### config.mk
export PLATFORM = sky130hd
export DESIGN_NAME = card_device_control_regs
export DESIGN_NICKNAME = d
export VERILOG_FILES = /design/src/logic/card_ctrl_pkg.sv /design/src/logic/card_device_control_regs.sv
export SDC_FILE = /design/constraint.sdc
export NUM_CORES = 1
export LEC_CHECK = 0
export BUFFER_PORTS_ARGS = -buffer_cell sky130_fd_sc_hd__buf_2
export CORE_ASPECT_RATIO = 0.7
export CORE_MARGIN = 5
export CORE_UTILIZATION = 43
export DETAILED_ROUTE_END_ITERATION = 6
export GPL_TIMING_DRIVEN = 0
export PLACE_DENSITY = 0.8
export SYNTH_ARGS = -nofsm -noshare
export SYNTH_HDL_FRONTEND = slang
export SYNTH_SLANG_ARGS = --single-unit
export TNS_END_PERCENT = 50
### constraint.sdc
create_clock -name i_clock -period 1.25 [get_ports i_clock]
set_input_delay 0.0625 -clock i_clock [delete_from_list [all_inputs] [get_ports i_clock]]
set_output_delay 0.0625 -clock i_clock [all_outputs]
set_load 0.05 [all_outputs]
### src/logic/card_ctrl_pkg.sv
package card_ctrl_pkg;
  // Register offsets
  localparam logic [7:0] CARD_CTRL_OFFSET = 8'h91;
  localparam logic [7:0] DEV_CTRL_OFFSET = 8'h92;
  // Reset values
  localparam logic [7:0] CARD_CTRL_RESET = 8'h00;
  localparam logic [7:0] DEV_CTRL_RESET = 8'h66;
  // Card control fields
  localparam int RING_EN_BIT = 7;
  localparam int VIDEO_BIT = 6;
  localparam int AUDIO_BIT = 2;
  localparam int SPKR_BIT = 1;
  localparam int IRQ_FLAG_BIT = 0;
  // Device control fields
  localparam int LV_CAP_BIT = 6;
  localparam int DIAG5_BIT = 5;
  localparam int TEST_BIT = 3;
  localparam int MODE_HI_BIT = 2;
  localparam int MODE_LO_BIT = 1;
  localparam int NAND_BIT = 0;
  // Writable masks; other bits are reserved
  localparam logic [7:0] CARD_CTRL_WMASK = 8'hc7;
  localparam logic [7:0] DEV_CTRL_WMASK = 8'h6f;
  // Irq mux field code that selects the ring indicate output
  localparam logic [3:0] MUX_SEL_RING = 4'h2;
  // Function numbers
  localparam logic FUNC0 = 1'b0;
  localparam logic FUNC1 = 1'b1;

  typedef enum logic [1:0] {
    MODE_PAR_PCI = 2'b00,
    MODE_PAR_IRQ_PCI = 2'b01,
    MODE_SER_IRQ_PAR_PCI = 2'b10,
    MODE_SER_ALL = 2'b11
  } irq_mode_t;

  typedef struct packed {
    logic video;
    logic audio;
    logic spkr;
    logic irq_flag;
  } socket_ctrl_t;

  typedef struct packed {
    logic ring_en;
    logic lv_cap;
    logic diag5;
    logic test;
    irq_mode_t mode;
    logic nand_en;
  } global_ctrl_t;

  typedef struct packed {
    socket_ctrl_t [1:0] sock;
    global_ctrl_t glob;
    logic [7:0] rdata;
  } regs_state_t;

  typedef struct packed {
    logic req;
    logic wr;
    logic func;
    logic [7:0] addr;
    logic [7:0] wdata;
  } cfg_req_t;
endpackage

### src/logic/card_device_control_regs.sv
`timescale 1ns/1ns
// Summary of operation
// RQ1 - Ring enable gates all ring indicate routing
// RQ2 - Video bit tristates that socket's video pins
// RQ3 - Video bit aliases per-function multimedia enable
// RQ4 - Audio bit routes socket audio to mux
// RQ5 - Both audio bits set: function 0 wins
// RQ6 - Speaker output is XOR of enabled sockets
// RQ7 - Speaker pin driven only when enabled
// RQ8 - Card interrupt sets per-socket flag
// RQ9 - Writing one clears flag, zero keeps
// RQ10 - Reserved bits read zero, ignore writes
// RQ11 - Device bit 6 forces 3-V capability
// RQ12 - Device bit 5 diagnostic, resets one
// RQ13 - Test bit shortens card interrogation counter
// RQ14 - Two-bit field selects interrupt signalling mode
// RQ15 - Bit 0 enables input-pin NAND tree
// RQ16 - Global bits shared by both functions
// RQ17 - Mux code 0010 drives ring signal
// RQ18 - Socket bits kept per function
module card_device_control_regs (
  // Clock and reset
  input wire logic i_clock,
  input wire logic i_rst,
  // Configuration access
  input wire card_ctrl_pkg::cfg_req_t i_cfg,
  output logic [7:0] o_rdata,
  // Multimedia control aliases
  input wire logic i_mm_video_wr,
  input wire logic [1:0] i_mm_video_wdata,
  output logic [1:0] o_video_port_enable,
  // Card events and signals
  input wire logic [1:0] i_card_func_irq,
  input wire logic [1:0] i_card_audio,
  input wire logic [1:0] i_card_spkr,
  input wire logic i_ring_indicate,
  input wire logic i_ring_pin_select,
  input wire logic [3:0] i_irq_mux3_sel,
  input wire logic [3:0] i_irq_mux4_sel,
  // Pin outputs
  output logic o_ring_pme_pin,
  output logic o_ring_pme_oe,
  output logic [4:0] o_irq_mux_pin,
  output logic [4:0] o_irq_mux_oe,
  output logic o_speaker_output_pin,
  output logic o_speaker_oe,
  output logic [1:0] o_video_tristate,
  // Global controls
  output logic o_low_voltage_capable,
  output logic o_diag_bit_five,
  output logic o_short_interrogation,
  output card_ctrl_pkg::irq_mode_t o_irq_signal_mode,
  output logic o_nand_tree_enable
);
  card_ctrl_pkg::regs_state_t st_ff;
  card_ctrl_pkg::regs_state_t nxt_st;
  logic [7:0] card_view;
  logic [7:0] dev_view;
  logic ring_ok;
  logic sel_card;
  logic sel_dev;

  always_comb begin
    sel_card = i_cfg.addr == card_ctrl_pkg::CARD_CTRL_OFFSET;
    sel_dev = i_cfg.addr == card_ctrl_pkg::DEV_CTRL_OFFSET;
    card_view = 8'h00; // [RQ10]
    card_view[card_ctrl_pkg::RING_EN_BIT] = st_ff.glob.ring_en; // [RQ16]
    card_view[card_ctrl_pkg::VIDEO_BIT] = st_ff.sock[i_cfg.func].video; // [RQ3] [RQ18]
    card_view[card_ctrl_pkg::AUDIO_BIT] = st_ff.sock[i_cfg.func].audio; // [RQ18]
    card_view[card_ctrl_pkg::SPKR_BIT] = st_ff.sock[i_cfg.func].spkr;
    card_view[card_ctrl_pkg::IRQ_FLAG_BIT] = st_ff.sock[i_cfg.func].irq_flag;
    dev_view = 8'h00; // [RQ10]
    dev_view[card_ctrl_pkg::LV_CAP_BIT] = st_ff.glob.lv_cap;
    dev_view[card_ctrl_pkg::DIAG5_BIT] = st_ff.glob.diag5;
    dev_view[card_ctrl_pkg::TEST_BIT] = st_ff.glob.test;
    dev_view[card_ctrl_pkg::MODE_HI_BIT:card_ctrl_pkg::MODE_LO_BIT] = st_ff.glob.mode;
    dev_view[card_ctrl_pkg::NAND_BIT] = st_ff.glob.nand_en;
  end

  always_comb begin
    nxt_st = st_ff;
    if (i_mm_video_wr) begin
      nxt_st.sock[0].video = i_mm_video_wdata[0]; // [RQ3]
      nxt_st.sock[1].video = i_mm_video_wdata[1]; // [RQ3]
    end
    if (i_cfg.req && i_cfg.wr && sel_card) begin
      nxt_st.glob.ring_en = i_cfg.wdata[card_ctrl_pkg::RING_EN_BIT]; // [RQ16]
      nxt_st.sock[i_cfg.func].video = i_cfg.wdata[card_ctrl_pkg::VIDEO_BIT]; // [RQ18]
      nxt_st.sock[i_cfg.func].audio = i_cfg.wdata[card_ctrl_pkg::AUDIO_BIT];
      nxt_st.sock[i_cfg.func].spkr = i_cfg.wdata[card_ctrl_pkg::SPKR_BIT];
      if (i_cfg.wdata[card_ctrl_pkg::IRQ_FLAG_BIT]) begin
        nxt_st.sock[i_cfg.func].irq_flag = 1'b0; // [RQ9]
      end
    end else if (i_cfg.req && i_cfg.wr && sel_dev) begin
      nxt_st.glob.lv_cap = i_cfg.wdata[card_ctrl_pkg::LV_CAP_BIT]; // [RQ11]
      nxt_st.glob.diag5 = i_cfg.wdata[card_ctrl_pkg::DIAG5_BIT]; // [RQ12]
      nxt_st.glob.test = i_cfg.wdata[card_ctrl_pkg::TEST_BIT]; // [RQ13]
      nxt_st.glob.mode = card_ctrl_pkg::irq_mode_t'(
        i_cfg.wdata[card_ctrl_pkg::MODE_HI_BIT:card_ctrl_pkg::MODE_LO_BIT]); // [RQ14]
      nxt_st.glob.nand_en = i_cfg.wdata[card_ctrl_pkg::NAND_BIT]; // [RQ15]
    end
    // Set wins over a same-cycle clear
    for (int s = 0; s < 2; s++) begin
      if (i_card_func_irq[s]) begin
        nxt_st.sock[s].irq_flag = 1'b1; // [RQ8]
      end
    end
    if (i_cfg.req && !i_cfg.wr && sel_card) begin
      nxt_st.rdata = card_view;
    end else if (i_cfg.req && !i_cfg.wr && sel_dev) begin
      nxt_st.rdata = dev_view;
    end else if (i_cfg.req && !i_cfg.wr) begin
      nxt_st.rdata = 8'h00;
    end
  end

  always_ff @(posedge i_clock or posedge i_rst) begin
    if (i_rst) begin
      st_ff.sock <= '0;
      st_ff.glob.ring_en <= card_ctrl_pkg::CARD_CTRL_RESET[card_ctrl_pkg::RING_EN_BIT];
      st_ff.glob.lv_cap <= card_ctrl_pkg::DEV_CTRL_RESET[card_ctrl_pkg::LV_CAP_BIT]; // [RQ11]
      st_ff.glob.diag5 <= card_ctrl_pkg::DEV_CTRL_RESET[card_ctrl_pkg::DIAG5_BIT]; // [RQ12]
      st_ff.glob.test <= card_ctrl_pkg::DEV_CTRL_RESET[card_ctrl_pkg::TEST_BIT];
      st_ff.glob.mode <= card_ctrl_pkg::MODE_SER_ALL; // [RQ14]
      st_ff.glob.nand_en <= card_ctrl_pkg::DEV_CTRL_RESET[card_ctrl_pkg::NAND_BIT];
      st_ff.rdata <= 8'h00;
    end else begin
      st_ff <= nxt_st;
    end
  end

  always_comb begin
    ring_ok = st_ff.glob.ring_en; // [RQ1]
    o_rdata = st_ff.rdata;
    o_video_port_enable = {st_ff.sock[1].video, st_ff.sock[0].video}; // [RQ3]
    o_video_tristate = {st_ff.sock[1].video, st_ff.sock[0].video}; // [RQ2]
    o_ring_pme_pin = i_ring_indicate;
    o_ring_pme_oe = ring_ok && (i_ring_pin_select == 1'b0); // [RQ1]
    o_irq_mux_pin = 5'h00;
    o_irq_mux_oe = 5'h00;
    if (st_ff.sock[0].audio) begin
      o_irq_mux_pin[0] = i_card_audio[0]; // [RQ4] [RQ5]
      o_irq_mux_oe[0] = 1'b1;
    end else if (st_ff.sock[1].audio) begin
      o_irq_mux_pin[1] = i_card_audio[1]; // [RQ4]
      o_irq_mux_oe[1] = 1'b1;
    end
    if (ring_ok && i_irq_mux3_sel == card_ctrl_pkg::MUX_SEL_RING) begin
      o_irq_mux_pin[3] = i_ring_indicate; // [RQ17]
      o_irq_mux_oe[3] = 1'b1;
    end
    if (ring_ok && i_irq_mux4_sel == card_ctrl_pkg::MUX_SEL_RING) begin
      o_irq_mux_pin[4] = i_ring_indicate; // [RQ17]
      o_irq_mux_oe[4] = 1'b1;
    end
    o_speaker_output_pin = (st_ff.sock[0].spkr & i_card_spkr[0])
      ^ (st_ff.sock[1].spkr & i_card_spkr[1]); // [RQ6]
    o_speaker_oe = st_ff.sock[0].spkr | st_ff.sock[1].spkr; // [RQ7]
    o_low_voltage_capable = st_ff.glob.lv_cap;
    o_diag_bit_five = st_ff.glob.diag5;
    o_short_interrogation = st_ff.glob.test; // [RQ13]
    o_irq_signal_mode = st_ff.glob.mode;
    o_nand_tree_enable = st_ff.glob.nand_en; // [RQ15]
  end
endmodule // card_device_control_regs

==> metrics.txt, run 1 <==
status finished, violations left; failing checks negative setup slack; CTS H-Tree Depth 1; Power Dens Cells 878 mW/mm²; sequential fraction of the synthesis area 44.5%; delay-heaviest family, CP simple AND/OR/NAND/NOR gates; fin nets 231; initial antenna violation count 0; worst-case reg-to-reg path depth 2; io pins 72; number of global-route vias before repair 1061; Final Cell Area 0.00179 mm²; drt wl/cell 14.5 µm; layout cells sized above 1 64.7%; CP Cell Sequence nand3b_1, nor3_4, and2_4, buf_8; Die X 74.4 µm; Pleak 0.927 nW; Final Power 1.57 mW; first-pass GRT wire length 5060 µm; Min-Delay Path Depth 2; crit path kind reg -> out; vias 1087; RSZ-0062 raised after global routing true; Max Clock Skew 0.748 ps; mean post-synth cell area 10.8 µm²; Yosys top cell area share 36.1%; GRT overflow 0; Hold Path Class in -> reg; ant diodes 0; Crit path required time 1190 ps; post-synth top area cell dfrtp_1; DRC Markers 0; full die area 0.00410 mm²; Crit Path Max Fanout 4; maximum VDD drop 0.600 mV; synthesized area 0.00125 mm²; final WL 3270 µm; Final Hold Fails 0; critical path depth 4; Routability Congestion 0.759; Initial Util 44.8%; Max Fclk 0.766 GHz; drt via density 4.81; final period utilization 104%; CTS max path bufs 2; Antenna Nets Post-Route 0; Layout area overhead 43.5%; Core Footprint 0.00278 mm²; port buffer count 66; Crit path buffers/inverters 1; Cells after Synth 115; Layout fillers 230; Num CTS Buffers 3; final worst slack -55.6 ps; slowest cell on the critical path dfrtp_1; library cells used by synthesis 28; final setup fails 2; CP Capture Type primary output; Storage cell area 557 µm²; WP data arrival 1240 ps; Ys Warns 0; CTS sink cnt 22; Placement Cell Area 0.00167 mm²; Fin Hold WS 26.6 ps; root buf cell clkbuf_8; multi-input logic area 562 µm²; chip height 55.1 µm; CTS tree done; MaxCap Viol Count 0; DRT iter0 DRCs 51; top cells by area, synth dfrtp_1, mux2_2, buf_4; first-pass iteration count of the detailed router 6; startpoint types register; Final Util 64.3%; clk_lat worst skew 260 ps; Max stage delay on crit path 400 ps; Final Slew Violations 0; Detailed Place HPWL 2620 µm; pin count of the biggest net entering global routing 23; total global-route track usage 16.5%; Rows 16; #FFs+latches synth 22; Final Critical Period 1310 ps; clock-pin slew on the worst setup and hold paths 80 ps
==> final timing paths <==
check                      slack [ps]                           endpoint                              from
hold / removal                     30  o_short_interrogation$_DFFE_PP0P_                          i_cfg[3]
hold reg to reg                   500             o_rdata[0]$_DFFE_PP0P_            o_rdata[0]$_DFFE_PP0P_
setup / recovery                  -60                   o_irq_mux_pin[4]               ring_ok$_DFFE_PP0P_
max in group asynchronous         560   o_irq_signal_mode[1]$_DFFE_PP1P_                             i_rst
setup reg to reg                  210   o_video_port_enable[1]$_DFF_PP0_  o_video_port_enable[1]$_DFF_PP0_
min in group asynchronous         360  o_short_interrogation$_DFFE_PP0P_                             i_rst
==> timing repair <==
item	4_1_cts	5_1_grt
endpoints found under the setup margin	5	10
hold buffers	1	0
hold endpoints to repair	18	0
gates cloned	0	0
gates resized for setup	8	9
pin swaps	6	2
setup buffers	0	2
==> metal layers <==
layer  global-route usage, %  wire length, µm  up-vias
li1                        -                -      525
met5                       0                0        -
met2                    30.8             1670       41
met4                    2.66               14        0
met3                    4.87              246        2
met1                    19.3             1330      519
==> metrics by stage <==
step / setup WS, ps / std cells / setup TNS, ps
floorplan: -113 / 117 / -242
global placement: -108 / 219 / -474
detailed placement: -143 / 219 / -703
CTS: -48.1 / 224 / -122
global route: -132 / 226 / -385
finish: -55.6 / 226 / -98.4
==> synthesized netlist by cell type <==
cell / count
nand3_1: 3
clkbuf_1: 1
or2_2: 1
mux2i_1: 4
dfrtp_1: 18
nor4b_2: 1
nor3_1: 2
o21ai_0: 3
nor4b_4: 1
nand4_1: 2
mux2_2: 15
xor2_1: 1
o22a_1: 2
nand2b_1: 3
nand3_2: 1
nor2_1: 1
nand3b_1: 2
o221ai_1: 4
buf_4: 18
inv_1: 8
dfstp_2: 4
nor2b_1: 2
clkbuf_2: 1
nand2_1: 9
and4bb_2: 1
nand4b_1: 1
and2_1: 5
conb_1: 1
==> logic make-up after synthesis <==
group	synth area share (%)
simple gates	18.4
other cells	0.301
mux	16.8
flops	44.5
buf+inv	13.9
xor+xnor	0.702
compound gates	5.42
==> cell type report <==
| cell class | count | area share (%) |
|---|---|---|
| tap | 36 | 2.52 |
| buffer | 20 | 8.04 |
| inverter | 8 | 1.89 |
| sequential | 22 | 31.1 |
| timing repair buffer | 69 | 22.0 |
| multi-input combinational | 67 | 31.4 |
| clock buffer | 4 | 3.07 |
==> report_power, final <==
part	internal (mW)	leakage [nW]	switching, mW
clock	0.281	0.0288	0.230
sequential	0.729	0.276	0.0138
combinational	0.125	0.623	0.193
total	1.14	0.927	0.438
==> layout by cell type (no fill, tap or decap), drive strengths merged, types with 2 or more instances in the layout <==
cell and count:
inv 7, nor4b 2, nand3 4, buf 86, o221ai 4, dfstp 4, nand3b 2, nand2b 3
o21ai 3, nor2b 2, and2 5, mux2i 4, conb 3, mux2 15, nand4 2, o22a 2
dfrtp 18, nor3 2, clkbuf 6, nand2 9
(Power assumes the default switching activity.)
==> run 2: changes to the inputs <==
==> constraint.sdc (replaced) <==
create_clock -name i_clock -period 1.3 [get_ports i_clock]
set_input_delay 0.065 -clock i_clock [delete_from_list [all_inputs] [get_ports i_clock]]
set_output_delay 0.065 -clock i_clock [all_outputs]
set_load 0.05 [all_outputs]
==> run 2 against run 1 <==
Hold slack better by 4.3 ps. Global-route usage increased by 0.18 points. The run now ends clean. Wire length shrank 5.4%. Clock skew barely moved. Critical path type unchanged. Utilization shrank 1.0 points. Combinational power fell by 5%. Via count down 2.6%. Die area is the same. Largest power group unchanged. Total power fell by 4.9%. Critical path depth did not move. Non-clock buffer count down 1.
==> metrics.txt, run 2 (synthesis results as in run 1) <==
Pleak 0.927 nW; DRC Markers 0; Final Cell Area 0.00176 mm²; Max Clock Skew 0.538 ps; vias 1059; chip height 55.1 µm; number of global-route vias before repair 1145; Final Slew Violations 0; Die X 74.4 µm; total global-route track usage 16.7%; CTS H-Tree Depth 1; io pins 72; port buffer count 66; Storage cell area 556 µm²; Antenna Nets Post-Route 0; multi-input logic area 557 µm²; Initial Util 44.8%; fin nets 230; Routability Congestion 0.768; relative slew slack 45.7%; full die area 0.00410 mm²; CTS tree done; startpoint types register; Fin Hold WS 30.9 ps; Final Critical Period 1290 ps; CTS max path bufs 2; status completed; Min-Delay Path Depth 2; ant diodes 0; RSZ-0062 raised after global routing true; Max Fclk 0.778 GHz; Final Hold Fails 0; root buf cell clkbuf_8; CP Capture Type primary output; slowest cell on the critical path dfrtp_1; crit path kind reg -> out; Num CTS Buffers 3; drt via density 4.71; pin count of the biggest net entering global routing 23; Placement Cell Area 0.00166 mm²; layout cells sized above 1 63.5%; drt wl/cell 13.7 µm; most common cell after layout, fill and taps aside buf_2; clk_lat worst skew 260 ps; Detailed Place HPWL 2550 µm; CTS sink cnt 22; CP Cell Sequence nand3b_1, nor3_4, and2_4, buf_8; Layout fillers 233; Least-Margin Pin Slew 814 ps; Crit path required time 1240 ps; GRT overflow 0; Hold Path Class in -> reg; MaxCap Viol Count 0; Crit Path Max Fanout 3; Power Dens Cells 849 mW/mm²; maximum VDD drop 0.666 mV; Layout area overhead 41.2%; final period utilization 98.9%; initial antenna violation count 0; worst-case reg-to-reg path depth 2; Rows 16; clock-pin slew on the worst setup and hold paths 80 ps; commonest cells after routing, fill and taps aside buf_2, buf_4, dfrtp_1; first-pass GRT wire length 5080 µm; Max stage delay on crit path 390 ps; final setup fails 0; first-pass iteration count of the detailed router 4; DRT iter0 DRCs 32; final WL 3090 µm; Core Footprint 0.00278 mm²; WP data arrival 1220 ps
==> run 2: cell type report <==
cell class | instances | area share [%]
Inverter | 8 | 1.70
Clock buffer | 4 | 3.12
Tap cell | 36 | 2.56
Timing Repair Buffer | 68 | 21.3
Multi-Input combinational cell | 67 | 31.6
Buffer | 20 | 8.17
Sequential cell | 22 | 31.5
==> run 2: worst paths after layout <==
check                                            startpoint  slack (ps)                                end
min                                                i_cfg[3]          30  o_short_interrogation$_DFFE_PP0P_
max in group asynchronous                             i_rst         290     o_nand_tree_enable$_DFFE_PP0P_
max reg2reg                o_video_port_enable[0]$_DFF_PP0_         250   o_video_port_enable[0]$_DFF_PP0_
min in group asynchronous                             i_rst         510             o_rdata[5]$_DFFE_PP0P_
min reg2reg                          o_rdata[5]$_DFFE_PP0P_         500             o_rdata[5]$_DFFE_PP0P_
max                                     ring_ok$_DFFE_PP0P_          10                   o_irq_mux_pin[3]
==> run 2: repair_timing <==
item	4_1_cts	5_1_grt
hold buffers	1	0
setup endpoints to repair	5	5
hold endpoints to repair	18	0
pin swaps	6	0
buffers inserted	0	1
resized for setup	7	2
==> run 2: power by group <==
part | total (mW) | switching (mW) | leakage [nW] | internal (mW)
combinational | 0.302 | 0.184 | 0.621 | 0.118
sequential | 0.714 | 0.0130 | 0.277 | 0.701
clock | 0.480 | 0.210 | 0.0288 | 0.270
total | 1.50 | 0.407 | 0.927 | 1.09
==> run 2: critical path, delay by kind of cell (launching register included) <==
family,cells,cell delay (ps)
AND/OR/NAND/NOR,3,440
buffers and inverters,1,140
flip-flops,1,390
==> run 2: stage by stage <==
| step | TNS [ps] | instances | utilization [%] | worst slack, ps | power [mW] |
|---|---|---|---|---|---|
| 4_1_cts | -5.76 | 224 | 62.9 | -4.69 | 1.52 |
| 2_1_floorplan | -160 | 117 | - | -65.8 | 0.922 |
| 3_3_place_gp | -200 | 219 | 59.7 | -57.7 | 1.02 |
| 5_1_grt | -247 | 225 | 63.3 | -88.1 | 1.57 |
| 6_report | 0 | 225 | 63.3 | 14.9 | 1.50 |
| 3_5_place_dp | -437 | 219 | 59.7 | -99.2 | 1.03 |
==> run 2: routing by layer <==
metal  vias to the layer above  GRT usage (%)  share of wire, %
li1                        523              -                 -
met1                       493           18.6                40
met2                        37           30.5                51
met3                         6           5.42               8.3
met4                         0           5.62               1.2
met5                         -              0                 0
